==> config.mk <==
export PLATFORM = sky130hd
export DESIGN_NAME = evd_decoder
export DESIGN_NICKNAME = d
export VERILOG_FILES = /design/src/core/evd_pkg.sv /design/src/core/evd_decoder.sv
export SDC_FILE = /design/constraint.sdc
export NUM_CORES = 1
export LEC_CHECK = 0
export BUFFER_PORTS_ARGS = -buffer_cell sky130_fd_sc_hd__buf_4
export CAP_MARGIN = 20
export CORE_MARGIN = 3
export CORE_UTILIZATION = 60
export CTS_CLUSTER_DIAMETER = 30
export CTS_CLUSTER_SIZE = 25
export DETAILED_ROUTE_END_ITERATION = 7
export GPL_TIMING_DRIVEN = 0
export PLACE_DENSITY = 0.8
export SLEW_MARGIN = 40
export SYNTH_ARGS = -nofsm -noshare
export SYNTH_HDL_FRONTEND = slang
export SYNTH_SLANG_ARGS = --single-unit
==> constraint.sdc <==
create_clock -name aclk -period 7.7 [get_ports aclk]
set_input_delay 0.385 -clock aclk [delete_from_list [all_inputs] [get_ports aclk]]
set_output_delay 0.385 -clock aclk [all_outputs]
set_load 0.01 [all_outputs]
==> src/core/evd_pkg.sv <==
package evd_pkg;

	// function codes held in each assignment register
	typedef enum logic [3:0] {
		EVD_FN_NONE = 4'h0,
		EVD_FN_RUN_STOP = 4'h1,
		EVD_FN_HAND = 4'h2,
		EVD_FN_SEQ = 4'h3,
		EVD_FN_INVERT = 4'h4,
		EVD_FN_FAR_SP = 4'h5,
		EVD_FN_AT_FULL = 4'h6,
		EVD_FN_AT_PART = 4'h7,
		EVD_FN_EDIT_LOCK = 4'h8,
		EVD_FN_LINK_WR = 4'h9,
		EVD_FN_LATCH_CLR = 4'ha
	} evd_fn_e;

	localparam int EVD_NUM_IN = 4;

	localparam logic [7:0] EVD_ADDR_ASSIGN = 8'h00;
	localparam logic [7:0] EVD_ADDR_CONFIG = 8'h04;
	localparam logic [7:0] EVD_ADDR_STATUS = 8'h08;
	localparam logic [7:0] EVD_ADDR_INPUTS = 8'h0c;

	// assignment word: 4 bits per input, input n at bits 4n+3:4n
	localparam int EVD_FN_W = 4;
	// config word fields
	localparam int EVD_CFG_BANKS_LSB = 0;
	localparam int EVD_CFG_PROG_EN = 2;
	localparam int EVD_CFG_HEATCOOL = 3;
	localparam int EVD_CFG_REVERSE = 4;
	localparam int EVD_CFG_HAS_FAR = 5;
	localparam int EVD_CFG_HAS_LINK = 6;
	localparam int EVD_CFG_WORK_BIT = 7;
	localparam int EVD_CFG_HAS_HI = 8;
	localparam logic [31:0] EVD_CFG_RST = 32'h0000_0001;
	localparam logic [31:0] EVD_ASSIGN_RST = 32'h0000_0000;

	localparam logic [1:0] EVD_RESP_OKAY = 2'b00;
	localparam logic [1:0] EVD_RESP_SLVERR = 2'b10;

	localparam int EVD_CLK_HZ = 50_000_000;
	localparam int EVD_SHORT_MS = 50;
	localparam int EVD_LONG_MS = 250;
	localparam int EVD_SHORT_CYC = EVD_CLK_HZ / 1000 * EVD_SHORT_MS;
	localparam int EVD_LONG_CYC = EVD_CLK_HZ / 1000 * EVD_LONG_MS;

	typedef struct packed {
		logic stopped;
		logic hand;
		logic seq_run;
		logic seq_reset;
		logic direct_act;
		logic far_sp;
		logic at_full;
		logic at_part;
		logic edit_locked;
		logic link_wr_ok;
		logic latch_clear;
	} evd_cmd_s;

endpackage

==> src/core/evd_decoder.sv <==
`timescale 1ns/1ps
// Summary of operation
// - each input takes one of eleven functions
// - duplicate non-none function assignments are refused
// - level accepted after 50 ms, logic 250 ms
// - input on stops control, off runs
// - stop indicator follows stopped state
// - input on selects manual, off automatic
// - manual indicator follows manual selection
// - on starts program, off resets and stops
// - program reset clears program end output
// - program start ignored while pattern off
// - input on inverts configured control direction
// - on selects remote setpoint, off local
// - remote indicator follows remote setpoint mode
// - remote setpoint function only where supported
// - on runs full autotune, off cancels
// - on runs partial autotune, off cancels
// - partial autotune inactive under heating/cooling
// - on locks setting changes, off permits
// - link write only inputs three, four
// - link write needs comms, no work bit
// - rising input clears every latched alarm
// - inputs three, four take functions only when fitted
// - bank-select inputs carry no function
module evd_decoder #(
	parameter int SHORT_CYC = evd_pkg::EVD_SHORT_CYC,
	parameter int LONG_CYC = evd_pkg::EVD_LONG_CYC
) (
	input wire logic aclk,
	input wire logic aresetn,
	input wire logic [3:0] contact_in,
	input wire logic prog_end_set,
	output evd_pkg::evd_cmd_s cmd,
	output logic prog_end,
	output logic stop_ind,
	output logic hand_ind,
	output logic far_ind,
	input wire logic [7:0] s_axi_awaddr,
	input wire logic s_axi_awvalid,
	output logic s_axi_awready,
	input wire logic [31:0] s_axi_wdata,
	input wire logic [3:0] s_axi_wstrb,
	input wire logic s_axi_wvalid,
	output logic s_axi_wready,
	output logic [1:0] s_axi_bresp,
	output logic s_axi_bvalid,
	input wire logic s_axi_bready,
	input wire logic [7:0] s_axi_araddr,
	input wire logic s_axi_arvalid,
	output logic s_axi_arready,
	output logic [31:0] s_axi_rdata,
	output logic [1:0] s_axi_rresp,
	output logic s_axi_rvalid,
	input wire logic s_axi_rready
);
	import evd_pkg::*;

	// ****************************************
	// input synchronisers and stability filters
	// ****************************************
	logic [3:0] sync1_r;
	logic [3:0] sync2_r;
	logic [3:0] fast_r;
	logic [3:0] slow_r;
	logic [3:0] fast_prev_r;
	logic [3:0] slow_prev_r;
	logic [31:0] cnt_r [4];

	always_ff @(posedge aclk) begin
		if (!aresetn) begin
			sync1_r <= 4'h0;
			sync2_r <= 4'h0;
		end else begin
			sync1_r <= contact_in;
			sync2_r <= sync1_r;
		end
	end

	always_ff @(posedge aclk) begin
		if (!aresetn) begin
			fast_r <= 4'h0;
			slow_r <= 4'h0;
			for (int i = 0; i < 4; i++) begin
				cnt_r[i] <= 32'h0000_0000;
			end
		end else begin
			for (int i = 0; i < 4; i++) begin
				if (sync2_r[i] == slow_r[i]) begin
					cnt_r[i] <= 32'h0000_0000;
					fast_r[i] <= slow_r[i];
				end else begin
					cnt_r[i] <= cnt_r[i] + 32'h0000_0001;
					if (cnt_r[i] >= 32'(SHORT_CYC - 1)) begin
						fast_r[i] <= sync2_r[i];
					end
					if (cnt_r[i] >= 32'(LONG_CYC - 1)) begin
						slow_r[i] <= sync2_r[i];
						cnt_r[i] <= 32'h0000_0000;
					end
				end
			end
		end
	end

	always_ff @(posedge aclk) begin
		if (!aresetn) begin
			fast_prev_r <= 4'h0;
			slow_prev_r <= 4'h0;
		end else begin
			fast_prev_r <= fast_r;
			slow_prev_r <= slow_r;
		end
	end

	// ****************************************
	// registers
	// ****************************************
	logic [31:0] assign_r;
	logic [31:0] cfg_r;
	logic aw_held_r;
	logic w_held_r;
	logic [7:0] awaddr_r;
	logic [31:0] wdata_r;
	logic [3:0] wstrb_r;
	logic [31:0] wr_merge;
	logic wr_fire;
	logic wr_ok;
	logic [1:0] banks;

	assign banks = cfg_r[EVD_CFG_BANKS_LSB +: 2];
	assign s_axi_awready = !aw_held_r && !s_axi_bvalid;
	assign s_axi_wready = !w_held_r && !s_axi_bvalid;
	assign wr_fire = aw_held_r && w_held_r && !s_axi_bvalid;

	always_comb begin
		wr_merge = assign_r;
		for (int b = 0; b < 4; b++) begin
			if (wstrb_r[b]) begin
				wr_merge[8*b +: 8] = wdata_r[8*b +: 8];
			end
		end
	end

	// legality check of a proposed assignment word
	function automatic logic assign_legal(input logic [31:0] w, input logic [31:0] c);
		logic ok;
		logic [3:0] f;
		logic [3:0] g;
		ok = 1'b1;
		for (int i = 0; i < 4; i++) begin
			f = w[4*i +: 4];
			if (f > EVD_FN_LATCH_CLR) ok = 1'b0;
			if (f == EVD_FN_FAR_SP && !c[EVD_CFG_HAS_FAR]) ok = 1'b0;
			// link write on inputs three, four
			if (f == EVD_FN_LINK_WR && i < 2) ok = 1'b0;
			// link write needs comms, no work bit
			if (f == EVD_FN_LINK_WR && (!c[EVD_CFG_HAS_LINK] || c[EVD_CFG_WORK_BIT])) ok = 1'b0;
			if (i >= 2 && f != EVD_FN_NONE && !c[EVD_CFG_HAS_HI]) ok = 1'b0;
			for (int j = 0; j < i; j++) begin
				g = w[4*j +: 4];
				if (f != EVD_FN_NONE && f == g) ok = 1'b0;
			end
		end
		return ok;
	endfunction

	assign wr_ok = (awaddr_r == EVD_ADDR_ASSIGN) ? assign_legal(wr_merge, cfg_r)
		: (awaddr_r == EVD_ADDR_CONFIG);

	always_ff @(posedge aclk) begin
		if (!aresetn) begin
			aw_held_r <= 1'b0;
			w_held_r <= 1'b0;
			awaddr_r <= 8'h00;
			wdata_r <= 32'h0000_0000;
			wstrb_r <= 4'h0;
		end else begin
			if (s_axi_awvalid && s_axi_awready) begin
				aw_held_r <= 1'b1;
				awaddr_r <= {s_axi_awaddr[7:2], 2'b00};
			end else if (wr_fire) begin
				aw_held_r <= 1'b0;
			end
			if (s_axi_wvalid && s_axi_wready) begin
				w_held_r <= 1'b1;
				wdata_r <= s_axi_wdata;
				wstrb_r <= s_axi_wstrb;
			end else if (wr_fire) begin
				w_held_r <= 1'b0;
			end
		end
	end

	always_ff @(posedge aclk) begin
		if (!aresetn) begin
			assign_r <= EVD_ASSIGN_RST;
			cfg_r <= EVD_CFG_RST;
		end else if (wr_fire && wr_ok) begin
			if (awaddr_r == EVD_ADDR_ASSIGN) begin
				assign_r <= wr_merge;
			end else begin
				for (int b = 0; b < 4; b++) begin
					if (wstrb_r[b]) cfg_r[8*b +: 8] <= wdata_r[8*b +: 8];
				end
			end
		end
	end

	always_ff @(posedge aclk) begin
		if (!aresetn) begin
			s_axi_bvalid <= 1'b0;
			s_axi_bresp <= EVD_RESP_OKAY;
		end else if (wr_fire) begin
			s_axi_bvalid <= 1'b1;
			s_axi_bresp <= wr_ok ? EVD_RESP_OKAY : EVD_RESP_SLVERR;
		end else if (s_axi_bready) begin
			s_axi_bvalid <= 1'b0;
		end
	end

	assign s_axi_arready = !s_axi_rvalid;

	always_ff @(posedge aclk) begin
		if (!aresetn) begin
			s_axi_rvalid <= 1'b0;
			s_axi_rdata <= 32'h0000_0000;
			s_axi_rresp <= EVD_RESP_OKAY;
		end else if (s_axi_arvalid && s_axi_arready) begin
			s_axi_rvalid <= 1'b1;
			s_axi_rresp <= EVD_RESP_OKAY;
			unique case ({s_axi_araddr[7:2], 2'b00})
				EVD_ADDR_ASSIGN: s_axi_rdata <= assign_r;
				EVD_ADDR_CONFIG: s_axi_rdata <= cfg_r;
				EVD_ADDR_STATUS: s_axi_rdata <= {20'h0_0000, prog_end, cmd};
				EVD_ADDR_INPUTS: s_axi_rdata <= {24'h00_0000, slow_r, fast_r};
				default: begin
					s_axi_rdata <= 32'h0000_0000;
					s_axi_rresp <= EVD_RESP_SLVERR;
				end
			endcase
		end else if (s_axi_rready) begin
			s_axi_rvalid <= 1'b0;
		end
	end

	// ****************************************
	// function decode
	// ****************************************
	logic [3:0] fn_lv;
	logic [3:0] fn_rise;
	logic [3:0] fn_fall;
	logic [3:0] used;

	// lowest inputs of the fitted pair go to banks
	always_comb begin
		used = 4'hf;
		for (int i = 0; i < 4; i++) begin
			if (cfg_r[EVD_CFG_HAS_HI] ? (i >= 2 ? i - 2 : 4) < 32'(banks) : i < 32'(banks))
				used[i] = 1'b0;
			// three banks take inputs one to three, input four stays free
			if (cfg_r[EVD_CFG_HAS_HI] && banks == 2'h3) used[i] = (i == 3);
		end
	end

	// short filter drives commands; long filter only read back at the inputs address
	assign fn_lv = fast_r & used;
	assign fn_rise = fast_r & ~fast_prev_r & used;
	assign fn_fall = ~fast_r & fast_prev_r & used;

	function automatic logic [3:0] hits(input logic [31:0] w, input evd_fn_e f);
		logic [3:0] h;
		h = 4'h0;
		for (int i = 0; i < 4; i++) h[i] = (w[4*i +: 4] == f);
		return h;
	endfunction

	logic seq_on;
	logic seq_off;
	logic seq_stop_r;

	// program start ignored without a pattern
	assign seq_on = cfg_r[EVD_CFG_PROG_EN] && |(fn_rise & hits(assign_r, EVD_FN_SEQ));
	assign seq_off = cfg_r[EVD_CFG_PROG_EN] && |(fn_fall & hits(assign_r, EVD_FN_SEQ));

	// program reset forces stop until restarted
	always_ff @(posedge aclk) begin
		if (!aresetn) begin
			seq_stop_r <= 1'b0;
		end else if (seq_on) begin
			seq_stop_r <= 1'b0;
		end else if (seq_off) begin
			seq_stop_r <= 1'b1;
		end
	end

	always_ff @(posedge aclk) begin
		if (!aresetn) begin
			prog_end <= 1'b0;
		end else if (seq_off) begin
			prog_end <= 1'b0;
		end else if (prog_end_set) begin
			prog_end <= 1'b1;
		end
	end

	always_ff @(posedge aclk) begin
		if (!aresetn) begin
			cmd <= '0;
		end else begin
			cmd.stopped <= |(fn_lv & hits(assign_r, EVD_FN_RUN_STOP)) || seq_stop_r || seq_off;
			cmd.hand <= |(fn_lv & hits(assign_r, EVD_FN_HAND));
			cmd.seq_run <= seq_on || (cmd.seq_run && !seq_off);
			cmd.seq_reset <= seq_off;
			cmd.direct_act <= !cfg_r[EVD_CFG_REVERSE] ^ |(fn_lv & hits(assign_r, EVD_FN_INVERT));
			cmd.far_sp <= |(fn_lv & hits(assign_r, EVD_FN_FAR_SP));
			cmd.at_full <= |(fn_lv & hits(assign_r, EVD_FN_AT_FULL));
			cmd.at_part <= |(fn_lv & hits(assign_r, EVD_FN_AT_PART)) && !cfg_r[EVD_CFG_HEATCOOL];
			cmd.edit_locked <= |(fn_lv & hits(assign_r, EVD_FN_EDIT_LOCK));
			cmd.link_wr_ok <= |(fn_lv & hits(assign_r, EVD_FN_LINK_WR) & 4'hc);
			cmd.latch_clear <= |(fn_rise & hits(assign_r, EVD_FN_LATCH_CLR));
		end
	end

	assign stop_ind = cmd.stopped;
	assign hand_ind = cmd.hand;
	assign far_ind = cmd.far_sp;

	// ****************************************
	// checks
	// ****************************************
	// duplicates only: a config write may legally leave other limits stale
	logic assign_dup;
	always_comb begin
		assign_dup = 1'b0;
		for (int i = 1; i < 4; i++) begin
			for (int j = 0; j < i; j++) begin
				if (assign_r[4*i +: 4] != EVD_FN_NONE && assign_r[4*i +: 4] == assign_r[4*j +: 4])
					assign_dup = 1'b1;
			end
		end
	end

	a_sync_reset_off: assert property (@(posedge aclk) !aresetn |=> fast_r == 4'h0)
		else $error("filtered inputs not off after reset");
	a_filter_no_early: assert property (@(posedge aclk) disable iff (!aresetn)
		$rose(fast_r[0]) |-> cnt_r[0] == 32'(SHORT_CYC))
		else $error("input accepted before filter time");
	a_stop_ind_follow: assert property (@(posedge aclk) disable iff (!aresetn)
		seq_stop_r |=> stop_ind)
		else $error("stop indicator wrong");
	a_seq_reset_end: assert property (@(posedge aclk) disable iff (!aresetn)
		seq_off |=> !prog_end && cmd.stopped)
		else $error("program reset left end or run");
	a_part_heatcool: assert property (@(posedge aclk) disable iff (!aresetn)
		cfg_r[EVD_CFG_HEATCOOL] && $stable(cfg_r) |=> !cmd.at_part)
		else $error("partial autotune under heating/cooling");
	a_no_dup_assign: assert property (@(posedge aclk) disable iff (!aresetn)
		!assign_dup)
		else $error("illegal assignment stored");
	a_hand_follow: assert property (@(posedge aclk) disable iff (!aresetn)
		$rose(fn_lv[1]) && assign_r[7:4] == EVD_FN_HAND && $stable(assign_r) |=> cmd.hand)
		else $error("manual not selected");
	a_latch_pulse: assert property (@(posedge aclk) disable iff (!aresetn)
		cmd.latch_clear |=> !cmd.latch_clear)
		else $error("latch clear longer than a pulse");
	a_link_low_in: assert property (@(posedge aclk) disable iff (!aresetn)
		assign_r[3:0] != EVD_FN_LINK_WR && assign_r[7:4] != EVD_FN_LINK_WR)
		else $error("link write on input one or two");

endmodule

### After elaboration in Yosys (flattened, before gate mapping)

Memories as Yosys holds them, arrays and structs flattened.
Index checks and enable logic that the tools add are counted.

| storage, ports and cells | value |
|---|---|
| output and inout bits | 56 |
| memory bits (writable) | 128 |
| register bits after elaboration | 179 |
| memories kept | 1 |

Memory list:

| name | words | width | read ports | clocked after Yosys merged registers in | write ports | line | source |
|---|---|---|---|---|---|---|---|
| cnt_r | 4 | 32 | 4 | 0 | 4 | evd_decoder.sv:68 | `logic [31:0] cnt_r [4];` |

| cells by class | value |
|---|---|
| add/subtract/negate cells | 4 |
| mux-type cells | 108 |
| eq/ne operators | 63 |
| magnitude comparators | 15 |
| bitwise logic cells | 37 |
| reductions and logical operators | 81 |

Operators with widths:

| cell | count |
|---|---|
| 32-bit 2-to-1 mux | 12 |
| 32-bit by 1-bit adder with 32-bit output, second input constant | 4 |
| 32-bit by 22-bit greater-or-equal comparator with 1-bit output, second input constant | 4 |
| 32-bit by 24-bit greater-or-equal comparator with 1-bit output, second input constant | 4 |
| 32-bit one-hot mux with 4 select lines | 1 |
| 1-bit 2-to-1 mux | 91 |
| 4-bit by 3-bit == test with 1-bit output, second input constant | 20 |
| 4-bit AND | 16 |
| 4-bit == test, second input constant | 16 |
| 4-bit OR reduction | 11 |
| 4-bit by 2-bit == test with 1-bit output, second input constant | 8 |
| 1-bit logical AND | 29 |
| 4-bit == test | 6 |
| 3-bit AND reduction | 6 |
| 4-bit by 1-bit == test with 1-bit output, second input constant | 4 |
| 4-bit greater-than comparator, second input constant | 4 |
| 8-bit 2-to-1 mux | 2 |
| 2-bit nonzero test | 8 |
| 6-bit by 1-bit == test with 1-bit output, second input constant | 2 |
| 6-bit by 2-bit == test with 1-bit output, second input constant | 2 |
| 1-bit OR | 12 |
| 4-bit nonzero test | 3 |
| 1-bit zero test | 10 |
| 2-bit AND reduction | 5 |
| 12 further kinds | 28 |

### Logic depth before layout (Yosys ltp)

| depth | value |
|---|---|
| depth after elaboration | 27 |
| mapped depth | 10 |

### Worst setup path after synthesis

Ideal clock, no wire load.

| timing path | value |
|---|---|
| path kind | reg2reg |
| start point | register wstrb_r[0] |
| end point | register assign_r[12] |
| clock period less this slack | 2.422 ns |
| data arrival time | 2.294 ns |
| required time | 7.572 ns |
| path slack | 5.278 ns |
| setup time | 0.128 ns |
| stages on the path, launching flop included | 10 |
| buffers on the path | 2 |
| path through | dfxtp_1 -> buf_6 -> mux2_2 -> o311ai_0 -> a2111oi_2 -> nor4_4 -> nand4b_4 -> buf_6 -> mux2i_1 -> nor2_1 |

| on the way | value |
|---|---|
| longest elaborated chain between the ends | 27 |

RTL lines:

| what | line | source |
|---|---|---|
| start, declared | evd_decoder.sv:125 | `logic [3:0] wstrb_r;` |
| start signal, assigned | evd_decoder.sv:188 | `wstrb_r <= s_axi_wstrb;` |
| 8-bit 2-to-1 mux * | evd_decoder.sv:139 | `if (wstrb_r[b]) begin` |
| 4-bit greater-than comparator / 4-bit by 3-bit == test with 1-bit output (equally long branches) | evd_decoder.sv:153, evd_decoder.sv:154 |  |
| 1-bit 2-to-1 mux / 1-bit logical AND (equally long branches) | evd_decoder.sv:153, evd_decoder.sv:154 |  |
| 1-bit 2-to-1 mux | evd_decoder.sv:154 | `if (f == EVD_FN_FAR_SP && !c[EVD_CFG_HAS_FAR]) ok = 1'b0;` |
| 1-bit 2-to-1 mux | evd_decoder.sv:156 | `if (f == EVD_FN_LINK_WR && i < 2) ok = 1'b0;` |
| 1-bit 2-to-1 mux | evd_decoder.sv:158 | `if (f == EVD_FN_LINK_WR && (!c[EVD_CFG_HAS_LINK] \|\| c[EVD_CFG_WORK_BIT])) ok = 1'b0;` |
| 1-bit 2-to-1 mux | evd_decoder.sv:153 | `if (f > EVD_FN_LATCH_CLR) ok = 1'b0;` |
| 1-bit 2-to-1 mux | evd_decoder.sv:154 |  |
| (+10 left out) | n/a |  |
| 1-bit 2-to-1 mux | evd_decoder.sv:154 |  |
| 1-bit 2-to-1 mux | evd_decoder.sv:158 |  |
| 1-bit 2-to-1 mux | evd_decoder.sv:159 | `if (i >= 2 && f != EVD_FN_NONE && !c[EVD_CFG_HAS_HI]) ok = 1'b0;` |
| 1-bit 2-to-1 mux | evd_decoder.sv:162 | `if (f != EVD_FN_NONE && f == g) ok = 1'b0;` |
| 1-bit 2-to-1 mux * (2 in series) | evd_decoder.sv:162 |  |
| 1-bit 2-to-1 mux * | evd_decoder.sv:168 | `assign wr_ok = (awaddr_r == EVD_ADDR_ASSIGN) ? assign_legal(wr_merge, cfg_r)` |
| 1-bit logical AND * | evd_decoder.sv:199 | `end else if (wr_fire && wr_ok) begin` |
| 2-bit AND reduction (no line) * | n/a |  |
| end signal, assigned | evd_decoder.sv:201 | `assign_r <= wr_merge;` |
| end, declared | evd_decoder.sv:119 | `logic [31:0] assign_r;` |

Mark *: on every way between the ends. The rest lies on a longest branch, timed or not.
A chain may end at the register's enable or synchronous reset.

### Final worst setup path

| timing path | value |
|---|---|
| start point | register assign_r[5] |
| end point | register assign_r[14] |

| on the way | value |
|---|---|
| longest elaborated chain between the ends | 23 |

RTL lines:

| what | line |
|---|---|
| 8-bit 2-to-1 mux * | evd_decoder.sv:139 |
| 4-bit greater-than comparator / 4-bit by 3-bit == test with 1-bit output (equally long branches) | evd_decoder.sv:153, evd_decoder.sv:154 |
| 1-bit 2-to-1 mux / 1-bit logical AND (equally long branches) | evd_decoder.sv:153, evd_decoder.sv:154 |
| 1-bit 2-to-1 mux | evd_decoder.sv:154 |
| 1-bit 2-to-1 mux | evd_decoder.sv:156 |
| 1-bit 2-to-1 mux | evd_decoder.sv:158 |
| 1-bit 2-to-1 mux | evd_decoder.sv:162 |
| 1-bit 2-to-1 mux | evd_decoder.sv:153 |
| (+6 left out) | n/a |
| 1-bit 2-to-1 mux | evd_decoder.sv:154 |
| 1-bit 2-to-1 mux | evd_decoder.sv:158 |
| 1-bit 2-to-1 mux | evd_decoder.sv:159 |
| 1-bit 2-to-1 mux | evd_decoder.sv:162 |
| 1-bit 2-to-1 mux * (2 in series) | evd_decoder.sv:162 |
| 1-bit 2-to-1 mux * | evd_decoder.sv:168 |
| 1-bit logical AND * | evd_decoder.sv:199 |
| 2-bit AND reduction (no line) * | n/a |

Marked as above.

==> flow_summary.json <==
{
  "cts_tree": "yes",
  "placed_cells": 2146,
  "post_synth_xor_area_fraction_pct": 6.78,
  "endpoint_kind": "flip-flop",
  "antenna_left": 0,
  "timing.critical_path.arrival_ps": 3440,
  "relative_slew_slack_pct": 39.9,
  "highest_fanout_seen_on_the_critical_path": 10,
  "tightest_slew_ps": 901,
  "timing_max_transition_violations_final": 0,
  "post_synthesis_register_bit_count": 305,
  "detail_route.first_pass.iterations": 7,
  "yosys.area_share.adder_pct": 1.04,
  "leakage_nw": 7.00,
  "synth_top_family_by_area": "simple AND/OR/NAND/NOR gates",
  "floorplan.die.height_um": 161,
  "globalRouteTotalUtil_pct": 28.9,
  "setup_viol": 0,
  "post_drt_via_cell_ratio": 5.55,
  "hold_violations": 0,
  "finalNonFillerCells": 2257,
  "holdWs_ps": 32.5,
  "clkSlewWorstSetupHoldPaths_ps": 50,
  "sequential_to_total_area_share_from_yosys_stat_pct": 51.1,
  "postCtsSetupBuffers": 0,
  "design.die.area_um2": 26000,
  "nNetsFinal": 1965,
  "max-clock-path-buffers": 3,
  "use_met3_pct": 5.39,
  "yosys_warnings": 0,
  "finalInstanceArea_um2": 18300,
  "post_synth_and_or_nand_nor_area_fraction_pct": 21.7,
  "core_region_area_um2": 23600,
  "synth_area_leaders": "edfxtp_1 27%, dfxtp_1 24%, nor2_1 5.9%",
  "cts_max_level": 2,
  "postSynth.topFlopCell": "dfxtp_1",
  "final.period_utilization_pct": 39.0,
  "setup.worst_path.start_class": "flip-flop",
  "synth_area_per_cell_um2": 9.30,
  "tns_ps": 0,
  "ctsResizeCount": 0,
  "first_pass_grt_wire_length_um": 61000,
  "drv_cap": 0,
  "cts_sinks": 305,
  "groute.layer.met1.usage_pct": 36.1,
  "pwr_density_cell_nw_per_um2": 248,
  "grt_setup_unrepaired": "no",
  "detail_route.wl_per_cell_um": 17.0,
  "placedInstanceArea_um2": 16300,
  "synth_edf_count": 128,
  "met2_usage_pct": 50.0,
  "syn2layout_area_growth_pct": 26.8,
  "async_reset_ff_share_pct": 0,
  "syn_inst": 1555,
  "placement_rows": 56,
  "grt_start_max_net_pins": 17,
  "tritoncts.num_buffers": 59,
  "skew_final_ps": 19.4,
  "via_count_of_the_first_global_routing_pass": 12400,
  "worstHoldPathType": "input pin to flip-flop",
  "outcome": "finished clean",
  "initial_antenna_violation_count": 0,
  "cts_hold_buffers": 1,
  "die_width_um": 161,
  "vdd.ir_drop.worst_mv": 0.213,
  "drtIter0Drc": 976,
  "buffer_ports.inserted": 112,
  "mapped_cell_area_um2": 14500,
  "clk_latency_ps": 580,
  "routed_wirelength_um": 38300,
  "globalplace.congestion": 0.936,
  "num_io_pins": 120,
  "cts.root.buffer_cell": "clkbuf_16",
  "n_antenna_cell": 0,
  "synth_cell_types": 77,
  "yosys.area.top_type_share_pct": 26.6,
  "remaining_drc_errors": 0,
  "crit_required_ps": 8130,
  "muxShareOfSynthArea_pct": 5.02,
  "post-synth-top-area-cell": "edfxtp_1",
  "max_freq_mhz": 333,
  "post-route-min-period_ps": 3000,
  "start_util_pct": 61.3,
  "final_layout_size_suffix_gt1_share_pct": 13.4,
  "post_synthesis_compound_gate_area_fraction_pct": 10.8,
  "gr-max-usage-layer": "met2",
  "detailedPlacementHpwl_um": 26700,
  "overflow": 0,
  "worstSetupPathType": "flip-flop to flip-flop",
  "num_vias": 12500
}
==> Yosys cell counts (4+ instances only) <==
library cell,n
a21oi_1,119
a221oi_1,4
a222oi_1,8
a22oi_1,24
a31oi_1,12
and2_1,21
and3_1,13
and4_1,7
buf_1,4
buf_2,5
buf_4,5
clkbuf_1,71
dfxtp_1,177
edfxtp_1,128
ha_1,12
inv_1,36
mux2_2,14
mux2i_1,51
nand2_1,220
nand2b_1,10
nand3_1,81
nand4_1,14
nand4b_1,4
nor2_1,226
nor2b_1,6
nor3_1,29
nor3b_1,6
nor4_1,16
o21a_1,8
o21ai_0,25
o31ai_1,4
o32ai_1,5
or3_1,8
xnor2_1,53
xor2_1,59
==> logic make-up (layout without fill, tap and decap cells) <==
kind of cell             Yosys count  count (layout)
AO/OA/AOI/OAI                    245             245
XOR/XNOR                         112             112
adder cells (fa/ha/maj)           12              12
buffers and inverters            125             348
flip-flops                       305             305
multiplexers                      69              69
other                              2             162
AND/OR/NAND/NOR                  685             685
==> area by class of cell <==
type                       instances  area, um^2
sequential                       305        7390
multi-input combinational       1285        7170
fill                            1637        5270
clock buffer                      68        1560
timing repair buffer             113         851
clock inverter                    42         454
tap                              319         399
buffer                            88         378
inverter                          37         139
==> routing by layer <==
layer	share of wire, %	vias up
li1	-	5974
met1	41	5935
met2	49	507
met3	6.9	102
met4	3.1	0
met5	0	-
==> per-stage QoR <==
step / utilization, % / power, mW / setup WS [ps]
after detailed placement: 69.1 / 2.02 / 4820
after global placement: 69.1 / 2.01 / 4440
after global routing: 77.7 / 4.68 / 4570
final: 77.7 / 4.55 / 4700
after CTS: 77.7 / 4.56 / 4810
after floorplan: - / 1.93 / 5280
==> worst max-delay path, stage by stage (launching register included) <==
cell	delay [ps]
dfxtp_1	320
clkbuf_1	450
mux2i_1	360
or2_2	380
a2111oi_2	530
nor4_4	110
nand4b_4	210
buf_6	210
mux2i_1	220
nor2_1	60
==> final timing paths <==
path	cells after the start	end	start	slack, ps
max reg2reg	9	assign_r[14]	assign_r[5]	4700
min	2	sync1_r[0]	contact_in[0]	30
max	9	assign_r[14]	assign_r[5]	4700
min reg2reg	1	sync2_r[0]	sync1_r[0]	430
==> registers in the layout, summed over array words and instances (netlist names), 4 cells and up <==
name / count
assign_r: 32
awaddr_r: 6
cfg_r: 32
cmd: 8
cnt_r: 128
fast_prev_r: 4
fast_r: 4
s_axi_rdata: 32
slow_r: 4
sync1_r: 4
sync2_r: 4
wdata_r: 32
wstrb_r: 4
==> placed cells by master, fill, tap and decap left out, types with 10 or more instances in the layout <==
| master | n |
|---|---|
| edfxtp_1 | 128 |
| o21ai_0 | 25 |
| xor2_1 | 59 |
| nor4_1 | 16 |
| clkbuf_1 | 77 |
| buf_4 | 117 |
| a31oi_1 | 12 |
| a21oi_1 | 119 |
| xnor2_1 | 53 |
| inv_1 | 36 |
| nand3_1 | 81 |
| and3_1 | 13 |
| nand4_1 | 14 |
| clkbuf_16 | 61 |
| conb_1 | 162 |
| ha_1 | 12 |
| clkinv_2 | 10 |
| nand2_1 | 220 |
| and2_1 | 21 |
| nor3_1 | 28 |
| mux2i_1 | 51 |
| nor2_1 | 226 |
| nand2b_1 | 10 |
| mux2_2 | 14 |
| dfxtp_1 | 177 |
| a22oi_1 | 24 |
==> report_power, final <==
group          leakage (nW)  total [mW]  switching [mW]  internal, mW
sequential             2.74        1.79          0.0480          1.74
clock                 0.992        2.55           0.877          1.67
combinational          3.27       0.210           0.130        0.0807
total                  7.00        4.55            1.05          3.49
No activity file was read; power rests on OpenSTA's default activity.
